--- config.mk ---
export PLATFORM = sky130hd
export DESIGN_NAME = timebase_capture_compare32
export DESIGN_NICKNAME = d
export VERILOG_FILES = /design/src/inc/tbcc_pkg.sv /design/src/verilog/pin_filter.sv /design/src/verilog/prescaler.sv /design/src/verilog/timebase_capture_compare32.sv
export SDC_FILE = /design/constraint.sdc
export NUM_CORES = 1
export LEC_CHECK = 0
export BUFFER_PORTS_ARGS = -buffer_cell sky130_fd_sc_hd__buf_4
export CAP_MARGIN = 40
export CORE_ASPECT_RATIO = 0.6
export CORE_MARGIN = 2
export CORE_UTILIZATION = 36
export DETAILED_ROUTE_END_ITERATION = 8
export PLACE_DENSITY = 0.56
export SETUP_SLACK_MARGIN = 0.15
export SLEW_MARGIN = 10
export SYNTH_ARGS = -nofsm -noshare
export SYNTH_HDL_FRONTEND = slang
export SYNTH_SLANG_ARGS = --single-unit
--- constraint.sdc ---
create_clock -name aclk -period 7.1 [get_ports aclk]
set_input_delay 0.71 -clock aclk [delete_from_list [all_inputs] [get_ports aclk]]
set_output_delay 0.71 -clock aclk [all_outputs]
set_load 0.05 [all_outputs]
--- src/inc/tbcc_pkg.sv ---
// package for the time base capture/compare block
// assumes a single 200 mhz clock and an axi4-lite register bus
package tbcc_pkg;
  // -------------------------------------------------------------------
  // register byte offsets
  // -------------------------------------------------------------------
  localparam logic [7:0] OFF_MODULE_CONTROL = 8'h00;
  localparam logic [7:0] OFF_RUN_CONTROL    = 8'h04;
  localparam logic [7:0] OFF_CLOCK_CONTROL  = 8'h08;
  localparam logic [7:0] OFF_SOFT_CAPTURE   = 8'h0c;
  localparam logic [7:0] OFF_READ_CAPTURE   = 8'h10;
  localparam logic [7:0] OFF_CAP0_CONTROL   = 8'h14;
  localparam logic [7:0] OFF_CAP0_VALUE     = 8'h18;
  localparam logic [7:0] OFF_CAP1_CONTROL   = 8'h1c;
  localparam logic [7:0] OFF_CAP1_VALUE     = 8'h20;
  localparam logic [7:0] OFF_CMP_CONTROL    = 8'h24;
  localparam logic [7:0] OFF_CMP0_VALUE     = 8'h28;
  localparam logic [7:0] OFF_CMP1_VALUE     = 8'h2c;
  localparam logic [7:0] OFF_GROUP_STATUS   = 8'h30;
  localparam logic [7:0] OFF_GROUP_MASK     = 8'h34;
  // -------------------------------------------------------------------
  // field positions
  // -------------------------------------------------------------------
  localparam int MC_ENABLE_BIT   = 7;
  localparam int MC_IDLE_BIT     = 6;
  localparam int RUN_COUNT_BIT   = 0;
  localparam int RUN_PRESC_BIT   = 1;
  localparam int RUN_CLEAR_BIT   = 2;
  localparam int RUN_SCAP_BIT    = 3;
  localparam int CLK_FILTER_BIT  = 4;
  localparam int CAP_FILTER_BIT  = 7;
  localparam int CMP_EN0_BIT     = 0;
  localparam int CMP_BUF0_BIT    = 1;
  localparam int CMP_EN1_BIT     = 4;
  localparam int CMP_BUF1_BIT    = 5;
  localparam logic [3:0] CLK_SEL_PIN = 4'hf;
  localparam logic [1:0] EDGE_OFF    = 2'h0;
  localparam logic [1:0] EDGE_RISE   = 2'h1;
  localparam logic [1:0] EDGE_FALL   = 2'h2;
  localparam logic [1:0] EDGE_BOTH   = 2'h3;
  // -------------------------------------------------------------------
  // timing
  // -------------------------------------------------------------------
  localparam int CLK_PERIOD_PS   = 5000;
  localparam int FILTER_OFF_CYC  = 2;
  localparam int FILTER_ON_CYC   = 6;
  localparam int PRESC_WIDTH     = 8;
  localparam logic [1:0] RESP_OKAY   = 2'h0;
  localparam logic [1:0] RESP_SLVERR = 2'h2;

  typedef struct packed {
    logic        awvalid;
    logic [7:0]  awaddr;
    logic        wvalid;
    logic [31:0] wdata;
    logic [3:0]  wstrb;
    logic        bready;
    logic        arvalid;
    logic [7:0]  araddr;
    logic        rready;
  } axil_req_t;

  typedef struct packed {
    logic        awready;
    logic        wready;
    logic        bvalid;
    logic [1:0]  bresp;
    logic        arready;
    logic        rvalid;
    logic [31:0] rdata;
    logic [1:0]  rresp;
  } axil_rsp_t;

  typedef struct packed {
    logic overflow;
    logic cap0;
    logic group;
    logic match0;
    logic match1;
  } irq_t;
endpackage

--- src/verilog/pin_filter.sv ---
// pin synchroniser, glitch filter and edge detector for one external input
// assumes the pin is asynchronous to aclk
module pin_filter
  import tbcc_pkg::*;
(
  input  wire logic       aclk,
  input  wire logic       aresetn,
  input  wire logic       ce,
  input  wire logic       pin,
  input  wire logic       filter_on,
  output logic            level,
  output logic            rise,
  output logic            fall
);
  typedef struct packed {
    logic       s1;
    logic       s2;
    logic       cand;
    logic [2:0] cnt;
    logic       level;
    logic       rise;
    logic       fall;
  } pf_state_t;

  pf_state_t st;
  pf_state_t next_st;

  // -------------------------------------------------------------------
  // level must hold for the threshold before it is accepted
  // -------------------------------------------------------------------
  always_comb
  begin
    logic [2:0] need;
    need = filter_on ? 3'(FILTER_ON_CYC) : 3'(FILTER_OFF_CYC);
    next_st = st;
    next_st.s1 = pin;
    next_st.s2 = st.s1;
    next_st.rise = 1'b0;
    next_st.fall = 1'b0;
    if (st.s2 != st.cand)
    begin
      next_st.cand = st.s2;
      next_st.cnt = 3'h1;
    end
    else if (st.cnt < need)
      next_st.cnt = st.cnt + 3'h1;
    if (st.s2 == st.cand && st.cnt + 3'h1 >= need && st.level != st.cand)
    begin
      next_st.level = st.cand;
      next_st.rise = st.cand;
      next_st.fall = ~st.cand;
    end
  end

  always_ff @(posedge aclk)
  begin
    if (!aresetn)
      st <= '0;
    else if (ce)
      st <= next_st;
  end

  assign level = st.level;
  assign rise  = st.rise;
  assign fall  = st.fall;
endmodule // pin_filter

--- src/verilog/prescaler.sv ---
// prescaler producing one-cycle tick strobes for divide-by-2 to 256
// assumes the base tick arrives as a one-cycle enable
module prescaler
  import tbcc_pkg::*;
(
  input  wire logic       aclk,
  input  wire logic       aresetn,
  input  wire logic       ce,
  input  wire logic       run,
  input  wire logic       base_tick,
  output logic [7:0]      taps
);
  typedef struct packed {
    logic [PRESC_WIDTH-1:0] cnt;
    logic [7:0]             taps;
  } ps_state_t;

  ps_state_t st;
  ps_state_t next_st;

  // -------------------------------------------------------------------
  // tap i fires when the low i+1 bits roll over
  // -------------------------------------------------------------------
  always_comb
  begin
    logic run_and;
    run_and = 1'b1;
    next_st = st;
    next_st.taps = 8'h00;
    if (!run)
      next_st.cnt = '0;
    else if (base_tick)
    begin
      next_st.cnt = st.cnt + 8'h01;
      // running and of the low bits, no variable-width part-select
      for (int i = 0; i < 8; i++)
      begin
        run_and = run_and & st.cnt[i];
        next_st.taps[i] = run_and;
      end
    end
  end

  always_ff @(posedge aclk)
  begin
    if (!aresetn)
      st <= '0;
    else if (ce)
      st <= next_st;
  end

  assign taps = st.taps;
endmodule // prescaler

--- src/verilog/timebase_capture_compare32.sv ---
// 32-bit time base counter with two captures and two compares
// assumes an axi4-lite master on aclk and asynchronous pins
//
// Functional notes
// - prescaler taps divide base clock by 2 through 256, software picks one
// - run bit 1 starts prescaler, 0 clears and halts it
// - 32-bit counter increments once per selected clock rising edge
// - select codes 0-7 pick taps, code f picks external clock pin
// - after reset counter is zero and idle
// - overflow raises interrupt, count wraps to zero and continues
// - full-word read of read-capture register captures live count
// - software chooses count, stop holding value, or clear
// - writing soft capture bit copies count into soft capture register
// - filter off accepts levels longer than two clocks
// - filter on rejects levels shorter than six clocks
// - each capture detects rise, fall or both; code 00 disables
// - capture event loads count and raises channel interrupt
// - capture 1 grouped with status and mask at bit 0; capture 0 separate
// - capture register is not updated while being read
// - enabled compare channel signals match when value equals count
// - buffer bit set moves buffer into compare on match
// - compare undefined at reset; buffer enable bits reset to zero
// - compare and buffer share address; buffering decides which is written
// - module enable off freezes registers and blocks other accesses
// - unused control bits read as zero
//
// The placing of the registers and register access over AXI4-Lite were decided locally.
module timebase_capture_compare32
  import tbcc_pkg::*;
(
  input  wire logic       aclk,
  input  wire logic       aresetn,
  input  wire logic       ce,
  input  wire logic       base_tick,
  input  wire logic       external_count_clock_pin,
  input  wire logic [1:0] capture_trigger_pin,
  input  wire axil_req_t  req,
  output axil_rsp_t       rsp,
  output irq_t            irq,
  output logic [1:0]      compare_match
);
  // -------------------------------------------------------------------
  // state
  // -------------------------------------------------------------------
  typedef enum logic [2:0] {
    BUS_IDLE = 3'b001,
    BUS_RESP = 3'b010,
    BUS_READ = 3'b100
  } bus_state_t;

  typedef struct packed {
    bus_state_t  wst;
    bus_state_t  rst;
    logic        aw_held;
    logic [7:0]  aw_addr;
    logic        w_held;
    logic [31:0] w_data;
    logic [3:0]  w_strb;
    logic [1:0]  bresp;
    logic [31:0] rdata;
    logic [1:0]  rresp;
    logic        module_enable;
    logic        idle_mode_control;
    logic        counter_run;
    logic        prescaler_run_bit;
    logic [3:0]  count_clock_select;
    logic        clock_pin_filter_enable;
    logic [31:0] count;
    logic [31:0] soft_capture;
    logic [31:0] read_capture;
    logic [1:0][1:0]  capture_edge_select;
    logic [1:0]       trigger_pin_filter_enable;
    logic [1:0][31:0] capture_value;
    logic [1:0]       compare_enable_bits;
    logic [1:0]       compare_buffer_enable;
    logic [1:0][31:0] compare_value_reg;
    logic [1:0][31:0] compare_buffer;
    logic [2:0]  grouped_irq_status;
    logic [2:0]  grouped_irq_mask;
    irq_t        irq;
    logic [1:0]  match;
  } top_state_t;

  top_state_t st;
  top_state_t next_st;

  logic [7:0] taps;
  logic       ext_rise;
  logic [1:0] trig_rise;
  logic [1:0] trig_fall;

  // -------------------------------------------------------------------
  // helpers
  // -------------------------------------------------------------------
  function automatic logic [31:0] merge_bytes(input logic [31:0] old, input logic [31:0] data,
                                              input logic [3:0] strb);
    logic [31:0] m;
    m = old;
    for (int b = 0; b < 4; b++)
      if (strb[b])
        m[b*8 +: 8] = data[b*8 +: 8];
    return m;
  endfunction

  function automatic logic is_mapped(input logic [7:0] a);
    return a[1:0] == 2'h0 && a <= OFF_GROUP_MASK;
  endfunction

  // -------------------------------------------------------------------
  // sub blocks
  // -------------------------------------------------------------------
  prescaler u_prescaler (
    .aclk      (aclk),
    .aresetn   (aresetn),
    .ce        (ce && st.module_enable),
    .run       (st.prescaler_run_bit),
    .base_tick (base_tick),
    .taps      (taps)
  );

  pin_filter u_clk_filter (
    .aclk      (aclk),
    .aresetn   (aresetn),
    .ce        (ce && st.module_enable),
    .pin       (external_count_clock_pin),
    .filter_on (st.clock_pin_filter_enable),
    .level     (),
    .rise      (ext_rise),
    .fall      ()
  );

  generate
    for (genvar g = 0; g < 2; g++)
    begin : g_trig
      pin_filter u_trig_filter (
        .aclk      (aclk),
        .aresetn   (aresetn),
        .ce        (ce && st.module_enable),
        .pin       (capture_trigger_pin[g]),
        .filter_on (st.trigger_pin_filter_enable[g]),
        .level     (),
        .rise      (trig_rise[g]),
        .fall      (trig_fall[g])
      );
    end
  endgenerate

  // -------------------------------------------------------------------
  // next state
  // -------------------------------------------------------------------
  always_comb
  begin
    logic        tick;
    logic        do_write;
    logic        do_read;
    logic [7:0]  wa;
    logic [7:0]  ra;
    logic [31:0] wd;
    logic [1:0]  cap_evt;
    logic [1:0]  reading_cap;
    logic        gated;
    tick = 1'b0;
    do_write = 1'b0;
    do_read = 1'b0;
    wa = st.aw_addr;
    ra = req.araddr;
    wd = 32'h0;
    cap_evt = 2'h0;
    reading_cap = 2'h0;
    gated = 1'b0;
    next_st = st;
    next_st.irq = '0;
    next_st.match = 2'h0;

    // bus write channel
    if (!st.aw_held && req.awvalid)
    begin
      next_st.aw_held = 1'b1;
      next_st.aw_addr = req.awaddr;
    end
    if (!st.w_held && req.wvalid)
    begin
      next_st.w_held = 1'b1;
      next_st.w_data = req.wdata;
      next_st.w_strb = req.wstrb;
    end
    case (st.wst)
      BUS_IDLE:
        if (st.aw_held && st.w_held)
        begin
          do_write = 1'b1;
          next_st.wst = BUS_RESP;
        end
      BUS_RESP:
        if (req.bready)
        begin
          next_st.wst = BUS_IDLE;
          next_st.aw_held = 1'b0;
          next_st.w_held = 1'b0;
        end
      default:
        next_st.wst = BUS_IDLE;
    endcase

    // bus read channel
    case (st.rst)
      BUS_IDLE:
        if (req.arvalid)
        begin
          do_read = 1'b1;
          next_st.rst = BUS_READ;
        end
      BUS_READ:
        if (req.rready)
          next_st.rst = BUS_IDLE;
      default:
        next_st.rst = BUS_IDLE;
    endcase

    // register write
    if (do_write)
    begin
      gated = !st.module_enable && wa != OFF_MODULE_CONTROL;
      next_st.bresp = (is_mapped(wa) && !gated) ? RESP_OKAY : RESP_SLVERR;
      if (!gated)
      begin
        wd = merge_bytes(32'h0, st.w_data, st.w_strb);
        case (wa)
          OFF_MODULE_CONTROL:
            if (st.w_strb[0])
            begin
              next_st.module_enable = wd[MC_ENABLE_BIT];
              next_st.idle_mode_control = wd[MC_IDLE_BIT];
            end
          OFF_RUN_CONTROL:
            if (st.w_strb[0])
            begin
              next_st.counter_run = wd[RUN_COUNT_BIT];
              next_st.prescaler_run_bit = wd[RUN_PRESC_BIT];
              if (wd[RUN_CLEAR_BIT])
                next_st.count = 32'h0;
              if (wd[RUN_SCAP_BIT])
                next_st.soft_capture = st.count;
            end
          OFF_CLOCK_CONTROL:
            if (st.w_strb[0])
            begin
              next_st.count_clock_select = wd[3:0];
              next_st.clock_pin_filter_enable = wd[CLK_FILTER_BIT];
            end
          OFF_CAP0_CONTROL,
          OFF_CAP1_CONTROL:
            if (st.w_strb[0])
            begin
              next_st.capture_edge_select[wa[3]] = wd[1:0];
              next_st.trigger_pin_filter_enable[wa[3]] = wd[CAP_FILTER_BIT];
            end
          OFF_CMP_CONTROL:
            if (st.w_strb[0])
            begin
              next_st.compare_enable_bits = {wd[CMP_EN1_BIT], wd[CMP_EN0_BIT]};
              next_st.compare_buffer_enable = {wd[CMP_BUF1_BIT], wd[CMP_BUF0_BIT]};
            end
          OFF_CMP0_VALUE,
          OFF_CMP1_VALUE:
          begin
            // byte lanes merge so low-to-high byte writes build the word
            next_st.compare_buffer[wa[2]] = merge_bytes(st.compare_buffer[wa[2]], st.w_data,
                                                        st.w_strb);
            if (!st.compare_buffer_enable[wa[2]])
              next_st.compare_value_reg[wa[2]] = merge_bytes(st.compare_buffer[wa[2]], st.w_data,
                                                             st.w_strb);
          end
          OFF_GROUP_MASK:
            if (st.w_strb[0])
              next_st.grouped_irq_mask = wd[2:0];
          default:
            next_st.bresp = RESP_SLVERR;
        endcase
      end
    end

    // register read
    if (do_read)
    begin
      gated = !st.module_enable && ra != OFF_MODULE_CONTROL;
      next_st.rresp = (is_mapped(ra) && !gated) ? RESP_OKAY : RESP_SLVERR;
      next_st.rdata = 32'h0;
      if (!gated)
        case (ra)
          OFF_MODULE_CONTROL:
            next_st.rdata = {24'h0, st.module_enable, st.idle_mode_control, 6'h0};
          OFF_RUN_CONTROL:
            next_st.rdata = {30'h0, st.prescaler_run_bit, st.counter_run};
          OFF_CLOCK_CONTROL:
            next_st.rdata = {27'h0, st.clock_pin_filter_enable, st.count_clock_select};
          OFF_SOFT_CAPTURE:
            next_st.rdata = st.soft_capture;
          OFF_READ_CAPTURE:
            // every axi4-lite read is a full word, so it always captures
            begin
              next_st.read_capture = st.count;
              next_st.rdata = st.count;
            end
          OFF_CAP0_CONTROL,
          OFF_CAP1_CONTROL:
            next_st.rdata = {24'h0, st.trigger_pin_filter_enable[ra[3]], 5'h0,
                             st.capture_edge_select[ra[3]]};
          OFF_CAP0_VALUE,
          OFF_CAP1_VALUE:
          begin
            reading_cap[ra[5]] = 1'b1;
            next_st.rdata = st.capture_value[ra[5]];
          end
          OFF_CMP_CONTROL:
            next_st.rdata = {26'h0, st.compare_buffer_enable[1], st.compare_enable_bits[1], 2'h0,
                             st.compare_buffer_enable[0], st.compare_enable_bits[0]};
          OFF_CMP0_VALUE,
          OFF_CMP1_VALUE:
            next_st.rdata = st.compare_value_reg[ra[2]];
          OFF_GROUP_STATUS:
          begin
            next_st.rdata = {29'h0, st.grouped_irq_status};
            next_st.grouped_irq_status = 3'h0;
          end
          OFF_GROUP_MASK:
            next_st.rdata = {29'h0, st.grouped_irq_mask};
          default:
            next_st.rdata = 32'h0;
        endcase
    end

    // counter
    if (st.module_enable)
    begin
      if (st.count_clock_select == CLK_SEL_PIN)
        tick = ext_rise;
      else if (!st.count_clock_select[3])
        tick = taps[st.count_clock_select[2:0]];
      if (st.counter_run && tick)
      begin
        next_st.count = st.count + 32'h1;
        if (&st.count)
          next_st.irq.overflow = 1'b1;
      end

      // captures
      for (int c = 0; c < 2; c++)
      begin
        case (st.capture_edge_select[c])
          EDGE_RISE: cap_evt[c] = trig_rise[c];
          EDGE_FALL: cap_evt[c] = trig_fall[c];
          EDGE_BOTH: cap_evt[c] = trig_rise[c] | trig_fall[c];
          default:   cap_evt[c] = 1'b0;
        endcase
        if (cap_evt[c] && !reading_cap[c])
          next_st.capture_value[c] = st.count;
      end
      next_st.irq.cap0 = cap_evt[0] && !reading_cap[0];
      if (cap_evt[1] && !reading_cap[1])
        next_st.grouped_irq_status[0] = 1'b1;
      next_st.irq.group = cap_evt[1] && !reading_cap[1] && !st.grouped_irq_mask[0];

      // compares fire on the step onto the value, not while the count rests there
      for (int k = 0; k < 2; k++)
        if (st.compare_enable_bits[k] && st.counter_run && tick && st.compare_value_reg[k] == st.count + 32'h1)
        begin
          next_st.match[k] = 1'b1;
          if (st.compare_buffer_enable[k])
            next_st.compare_value_reg[k] = st.compare_buffer[k];
        end
      next_st.irq.match0 = next_st.match[0];
      next_st.irq.match1 = next_st.match[1];
    end
  end

  // -------------------------------------------------------------------
  // registers
  // -------------------------------------------------------------------
  always_ff @(posedge aclk)
  begin
    if (!aresetn)
    begin
      st <= '0;
      st.wst <= BUS_IDLE;
      st.rst <= BUS_IDLE;
      st.grouped_irq_mask <= 3'h7;
    end
    else if (ce)
      st <= next_st;
  end

  always_comb
  begin
    rsp.awready = !st.aw_held;
    rsp.wready  = !st.w_held;
    rsp.bvalid  = st.wst == BUS_RESP;
    rsp.bresp   = st.bresp;
    rsp.arready = st.rst == BUS_IDLE;
    rsp.rvalid  = st.rst == BUS_READ;
    rsp.rdata   = st.rdata;
    rsp.rresp   = st.rresp;
  end

  assign irq = st.irq;
  assign compare_match = st.match;
endmodule // timebase_capture_compare32

# [Word level (Yosys, flattened, before mapping)]
# Index checks and enable logic that the tools add are counted.
[classes] n_lt_le_gt_ge=17 bitwise=13 reduce_logical=79 n_eq_ne=48 shifts=0 n_div=0 n_mul=0 n_addsub=5 n_mux=135
[op_table] op="32-bit 2-to-1 mux" n=16
[op_table] op="128-bit 2-to-1 mux" n=3
[op_table] op="64-bit 2-to-1 mux" n=6
[op_table] op="32-bit one-hot mux with 11 select lines" n=1
[op_table] op="8-bit 2-to-1 mux" n=37
[op_table] op="64-bit bitwise mux" n=2
[op_table] op="8-bit by 6-bit == test with 1-bit output, second input constant" n=10
[op_table] op="32-bit == test" n=2
[op_table] op="8-bit by 5-bit == test with 1-bit output, second input constant" n=6
[op_table] op="3-bit 2-to-1 mux" n=13
[op_table] op="37-bit 2-to-1 mux" n=1
[op_table] op="32-bit by 1-bit adder with 32-bit output, second input constant" n=1
[op_table] op="32-bit demux with 1-bit select" n=1
[op_table] op="32-bit AND reduction" n=1
[op_table] op="5-bit AND reduction" n=6
[op_table] op="1-bit logical AND" n=29
[op_table] op="1-bit 2-to-1 mux" n=29
[op_table] op="2-bit AND reduction" n=14
[op_table] op="2-bit 2-to-1 mux" n=13
[op_table] op="8-bit by 4-bit == test with 1-bit output, second input constant" n=3
[op_table] op="8-bit by 3-bit == test with 1-bit output, second input constant" n=2
[op_table] op="8-bit by 6-bit less-or-equal comparator with 1-bit output, second input constant" n=2
[op_table] op="8-bit zero test" n=2
[op_table] op="16-bit 2-to-1 mux" n=1
[op_table] op="other kinds (37)" n=96
[totals] reg_bits=416 out_inout_bits=48 latch_bits=0 mem_bits_rw=0 rom_bits=0 mem_count=0 inputBits=64

# [Longest topological paths before layout]
# Gate-level depths: netlist (run 1).
[depth] depth_word=15 depth_mapped=14 ltp_nobuf=10

# [By module]
# A second synthesis (run 1) with hierarchy kept.
[unflattened] hier_cells=2864 area_unflattened_um2=21798.4
[by_module_without_submodules] mod="timebase_capture_compare32" cells_per_inst=2618 n_inst=1 area_each_um2=19566.3
[by_module_without_submodules] mod="pin_filter" cells_per_inst=52 n_inst=3 area_each_um2=480.5
[by_module_without_submodules] mod="prescaler" cells_per_inst=90 n_inst=1 area_each_um2=790.8

# [Worst setup path after synthesis (run 1)]
# OpenSTA, ideal clock, no wires.
[synth_timing] path_kind="register to register" startpoint="reg st[279] in the netlist's numbering" endpoint="reg st[111] in the netlist's numbering" setup_slack_ps=3798 t_arrival_ps=3180 required_ps=6978 stages_incl_launch_ff=12 cell_sequence="dfxtp_1 ha_1 nand3_1 nor4_4 nor3b_1 nor4_1 o2111ai_1 or4_1 nor4_4 a211oi_2 buf_6 a221o_1"
[synth_via] elab_chain_cells=5
[synth_lines] element="from (decl)" line="timebase_capture_compare32.sv:84" text="top_state_t st;"
[synth_lines] element="from (signal assigned)" line="timebase_capture_compare32.sv:390" text="st <= next_st;"
[synth_lines] element="32-bit by 1-bit adder with 32-bit output" line="timebase_capture_compare32.sv:366" text="if (st.compare_enable_bits[k] && st.counter_run && tick && st.compare_value_reg[k] == st.count + 32'h1)"
[synth_lines] element="32-bit == test" line="timebase_capture_compare32.sv:366"
[synth_lines] element="1-bit logical AND" line="timebase_capture_compare32.sv:366"
[synth_lines] element="32-bit 2-to-1 mux" line="timebase_capture_compare32.sv:366"
[synth_lines] element="64-bit 2-to-1 mux" line="timebase_capture_compare32.sv:334" text="if (st.module_enable)"
# Every way passes these cells.
# A chain may end at the register's enable or synchronous reset.

# [Final worst setup path (run 1)]
[layout_timing] startpoint="reg st[279] in the netlist's numbering" endpoint="reg st[115] in the netlist's numbering"
# The elaborated chain is that of the path after synthesis.

==> metrics.txt, run 1 <==
status completed; Seq pwr share 48.4%; worst stage delay on the critical path 0.81 ns; number of buffers created by CTS 43; Critical Path Source Type flip-flop; Post-synth EDFFs 0; maximum clock rate 192 MHz; largest net degree at the start of global routing 168; Port Buf Inserts 109; Main synth FF type dfxtp_1; H-Tree Depth 2; worst skew pair latency 0.58 ns; leading area contributor after synthesis dfxtp_1; total wire length 73700 µm; routed vias 20100; Routed Antenna Nets 0; most area-consuming cells after synthesis dfxtp_1, nand2_1, a21oi_1, mux2i_1, nor2_1; CP dominant cell by count nand4_1; Die Ht 192 µm; top cell type's share of synthesized area 38.8%; RSZ-0062 raised after global routing false; vias in the first global route 18900; # rows 68; worst vdd ir 135 µV; period utilization 73.3%; synthesized flop and latch total 410; Worst-path clk slew 0.06 ns; post-CTS setup buffer count 0; Final Setup Violations 0; Relative slew margins 38.9%; syn avg cell area 7.66 µm²; Top-Level Pins 112; Critical Path RT 7.61 ns; YS warnings 0; Core Area 57800 µm²; Clock Sinks 410; Crit-path slowest cell and4_2; Yosys cell types 80; Fin. Hold Viols 0; GPL Wtd Cong 0.934; cell internal pwr 3.69 mW; sequential area share after synthesis 38.8%; minimum clock period 5.20 ns; Setup Skew 0.0161 ns; post-CTS sizing 0; crit path capture type flip-flop; initial antenna violation count 2; met2 Use GR 35.5%; CTS tree built; combinational power share 4.0%; setup TNS 0 ns; Global Route Usage Sum 23.9%; P_leak 7.87 nW; DP Area 22100 µm²; Avg WL per Cell 21.2 µm; HP Class primary input to flip-flop; layout cells sized above 1 9.34%; CTS max path bufs 3; initial core utilization 36.6%; Iter 0 DRT Violations 1938; busiest grt layer met1; P&R area growth vs syn 11.3%; final standard cell area without fillers 23500 µm²; met1 GRT Util 35.6%; Die W 317 µm; CP bufs+invs 1; DP HPWL 51200 µm; die area 60800 µm²; area of the mapped netlist 21200 µm²; cell family with most CP delay simple AND/OR/NAND/NOR gates; first-pass GRT wire length 114000 µm; Cell Chain, Critical Path ha_1 > nand3_1 > nor3_2 > buf_4 > nand4_1 > xnor2_1 > a2111oi_0 > nand4_1 > nor4_4 > and4_2 > a221o_1; Mapped Cells 2760; Slew Limit Fails 0; arrival time worst endpoint 5.72 ns; CTS hold repair buffers 0; switching share of power 23.3%; NetSw 1.12 mW; Power Dens Cells 204 nW/µm²; critical path type flip-flop to flip-flop; MaxCap Viol Count 0; routed vias/inst 5.78; DR DRC count 0; Commonest cells post-synth nand2_1, dfxtp_1, a21oi_1; Root Buffer clkbuf_16; CP max FO 32; Slew @ Worst Pin 0.908 ns; top-count cell post-synth nand2_1; Clock Power Share 47.6%; met3 GRT Util 3.61%; Remaining Overflow, GRT 0; Pre-antenna DRT Iters 8; ys async rst share 0%; Layout Nets 2759
## cells in the final DEF (no fill, tap or decap), types with 14 or more instances in the layout
cell,Yosys,final
nand4_1,32,32
a21oi_1,358,358
or3_1,17,16
buf_4,48,141
a22oi_1,73,73
nor3_1,42,41
xnor2_1,29,29
xor2_1,27,27
mux2i_1,101,101
o2bb2ai_1,24,24
clkbuf_16,0,44
nand2b_1,19,19
a31oi_1,15,15
nand2_1,559,559
o21ai_0,94,94
inv_1,27,27
o31a_1,25,25
nor2_1,245,239
nand3_1,44,44
ha_1,15,15
a221o_1,33,33
and3_1,42,42
dfxtp_1,410,409
nor4_1,14,14
nand3b_1,20,20
a221oi_1,27,27
and2_1,15,14
## power by group through the flow
stage               combinational (mW)  clock (mW)  sequential [mW]
floorplan                        0.123           0             2.37
global placement                 0.190           0             2.38
detailed placement               0.194           0             2.38
CTS                              0.195        2.35             2.33
global route                     0.210        2.45             2.33
finish                           0.194        2.29             2.33
## final timing paths
| kind | startpoint | end | slack (ns) | cells after the start |
|---|---|---|---|---|
| worst max-delay path | st[279]$_SDFFE_PN0P_ | st[115]$_SDFFE_PN0P_ | 1.90 | 11 |
| worst min-delay path | req[55] | st[400]$_SDFFE_PN0P_ | 0.38 | 3 |
| worst max register to register | st[279]$_SDFFE_PN0P_ | st[115]$_SDFFE_PN0P_ | 1.90 | 11 |
| worst min register to register | st[272]$_SDFFE_PN0P_ | st[272]$_SDFFE_PN0P_ | 0.45 | 2 |
## routing by layer
metal	vias up	routed length, µm
met3	111	4940
li1	9546	-
met2	664	30900
met1	9800	36200
met4	2	1570
met5	-	11
## metrics by stage
step | cells | setup slack (ns) | hold slack (ns) | util [%] | power (mW)
2_1_floorplan | 2761 | 3.80 | 0.431 | - | 2.50
3_3_place_gp | 3398 | 1.73 | 0.439 | 38.1 | 2.57
3_5_place_dp | 3405 | 2.03 | 0.446 | 38.3 | 2.57
4_1_cts | 3478 | 2.00 | 0.346 | 40.7 | 4.88
5_1_grt | 3478 | 1.68 | 0.375 | 40.7 | 4.99
6_report | 3479 | 1.90 | 0.380 | 40.8 | 4.81
## worst reg2reg max path, stage by stage (launching register included)
cell,delay (ns)
dfxtp_1,0.61
ha_1,0.38
nand3_1,0.48
nor3_2,0.46
buf_4,0.27
nand4_1,0.29
xnor2_1,0.25
a2111oi_0,0.72
nand4_1,0.28
nor4_4,0.31
and4_2,0.81
a221o_1,0.29
## registers in the layout (all words and copies together), names as in the netlist, 4 cells and up
name,flops
st,329
irq,4
u_prescaler.st,8
rsp,34
g_trig.u_trig_filter.st,10
u_clk_filter.st,5
u_prescaler.taps,8
## final cells by class
cell class,instances,area (µm²)
sequential,410,8210
multi-input combinational,2048,11700
clock inverter,11,128
tap,770,963
fill,5858,34200
clock buffer,62,1280
timing repair buffer,148,1180
antenna,1,2.50
inverter,29,116
## cell families after synthesis
logic type,share of synthesized area (%)
xor+xnor,2.43
compound gates,22.7
simple gates,23.8
other cells,0.0177
fa+ha+maj,0.887
buf+inv,6.44
mux,4.89
flops,38.8
Note: power is estimated with default switching activity, not from simulation.
==> inputs of run 2 (changes only) <==
Settings changed: PLACE_DENSITY 0.56 to 0.58.
Clock period 7.1 ns to 4.3 ns, I/O delays scaled along.
==> run 2 against run 1 <==
Power increased by 66%. Non-clock buffer count increased by 91. First-iteration DRC count decreased by 1.1%. Sequential share of layout area decreased by 1.0 points. Clock-buffer cell count decreased by 9. Final cell count increased by 2.6%. Setup slack got worse by 1.6 ns. Critical path depth increased by 2. Critical path type unchanged.
==> metrics.txt, run 2 (synthesis gave the netlist of run 1 again) <==
number of buffers created by CTS 42; CTS tree built; Antenna Diode Count 0; Die W 317 µm; met2 Use GR 37.9%; Top-Level Pins 112; commonest non-fill, non-tap cell in the layout nand2_1; RSZ-0062 raised after global routing false; Slew Limit Fails 0; busiest grt layer met2; Die Ht 192 µm; crit path capture type flip-flop; first-pass GRT wire length 119000 µm; routed vias/inst 5.76; HP Class primary input to flip-flop; Setup Skew 0.0270 ns; area of the multi-input gates 11700 µm²; P&R area growth vs syn 14.8%; initial antenna violation count 2; Final Setup Violations 0; CP dominant cell by count and3_1; Clock Sinks 410; minimum clock period 3.98 ns; MaxCap Viol Count 0; layout cells sized above 1 12.5%; critical path type flip-flop to flip-flop; Remaining Overflow, GRT 0; status completed; DP HPWL 55500 µm; Iter 0 DRT Violations 1917; Post-Place Setup Slack 0.0523 ns; Post-Place Cells 3496; arrival time worst endpoint 4.44 ns; Biggest register st; max reg flops 329; Relative slew margins 44.3%; Cell Chain, Critical Path ha_1 > buf_4 > and3_1 > and3_1 > nor3b_1 > a2111oi_0 > buf_4 > nand4b_1 > nor4_2 > nand4_1 > buf_12 > and3_1 > o31a_1; DR DRC count 0; Non-Filler Instances 3569; H-Tree Depth 2; commonest cells after routing, fill and taps aside nand2_1, dfxtp_1, a21oi_1, nor2_1, buf_4; Critical Path RT 4.76 ns; Register Area 8210 µm²; largest net degree at the start of global routing 96; worst skew pair latency 0.60 ns; Routed Antenna Nets 0; Power Dens Cells 330 nW/µm²; initial core utilization 36.6%; Crit-path slowest cell dfxtp_1; GPL Wtd Cong 0.929; P_leak 8.35 nW; CP max FO 49; Fin. Hold Viols 0; Avg WL per Cell 21.8 µm; Port Buf Inserts 109; period utilization 92.7%; Global Route Usage Sum 25.2%; vias in the first global route 19300; worst vdd ir 263 µV; Core Area 57800 µm²; slack of the critical path 0.316 ns; cell family with most CP delay simple AND/OR/NAND/NOR gates; routed vias 20600; Worst-path clk slew 0.07 ns; met1 GRT Util 37.9%; Slew @ Worst Pin 0.827 ns; Root Buffer clkbuf_16; CP bufs+invs 3; FILL cells 5792; setup TNS 0 ns; Layout Nets 2849; worst stage delay on the critical path 0.48 ns; Pre-antenna DRT Iters 6; met3 GRT Util 3.83%; maximum clock rate 251 MHz; total wire length 77900 µm; die area 60800 µm²; CTS max path bufs 3; Critical Path Source Type flip-flop; # rows 68
-- run 2: cell types whose count changed in the layout (fill, tap and decap cells not counted), moves of 2 or more --
cell	delta
buf_12	+5
buf_4	+88
bufinv_16	+2
clkbuf_1	-2
clkbuf_16	-2
clkbuf_8	-5
clkinv_2	+5
nor2_2	+2
nor2_4	-2
-- run 2: final cells by class --
class | count | area share, %
inverter | 29 | 0.479
clock inverter | 20 | 1.05
tap | 770 | 3.97
timing repair buffer | 239 | 7.88
sequential | 410 | 33.8
clock buffer | 53 | 4.75
multi-input combinational | 2048 | 48.1
-- run 2: worst paths after layout --
path                           to                  from  cells past startpoint  slack (ns)
max           st[97]$_SDFFE_PN0P_  st[279]$_SDFFE_PN0P_                     13        0.32
min          st[364]$_SDFFE_PN0P_               req[19]                      3        0.08
max reg2reg   st[97]$_SDFFE_PN0P_  st[279]$_SDFFE_PN0P_                     13        0.32
min reg2reg  st[249]$_SDFFE_PN0P_  st[249]$_SDFFE_PN0P_                      2        0.45
-- run 2: power breakdown --
group          internal, mW  leakage, nW  switching [mW]
registers              3.82         3.31          0.0227
clock network          2.16        0.696            1.68
logic                 0.100         4.35           0.223
total                  6.08         8.35            1.93
-- run 2: worst reg2reg max path: stages (launching register included) --
cell and delay [ns]:
dfxtp_1 0.48, ha_1 0.23, buf_4 0.15, and3_1 0.40
and3_1 0.36, nor3b_1 0.08, a2111oi_0 0.40, buf_4 0.20
nand4b_1 0.11, nor4_2 0.43, nand4_1 0.21, buf_12 0.26
and3_1 0.23, o31a_1 0.31
-- run 2: metrics by stage --
stage	util (%)	power, mW	instance area (µm²)	hold slack [ns]
after global placement	39.5	4.24	22800	0.438
final	42.0	8.01	24300	0.0799
after CTS	42.0	8.10	24300	0.0554
after detailed placement	39.6	4.25	22900	0.444
after global routing	42.0	8.28	24300	0.0697
after floorplan	-	4.12	21200	0.431
-- run 2: timing repair --
item,4_1_cts,5_1_grt
setup buffers,0,0
hold buffers,0,0
gates resized for setup,2,4
endpoints found under the setup margin,30,54
-- run 2: per-layer routing --
layer,up-vias,part of all wire (%)
li1,9735,-
met1,10100,50
met2,686,42
met3,91,6.6
met4,2,1.7
met5,-,0.024
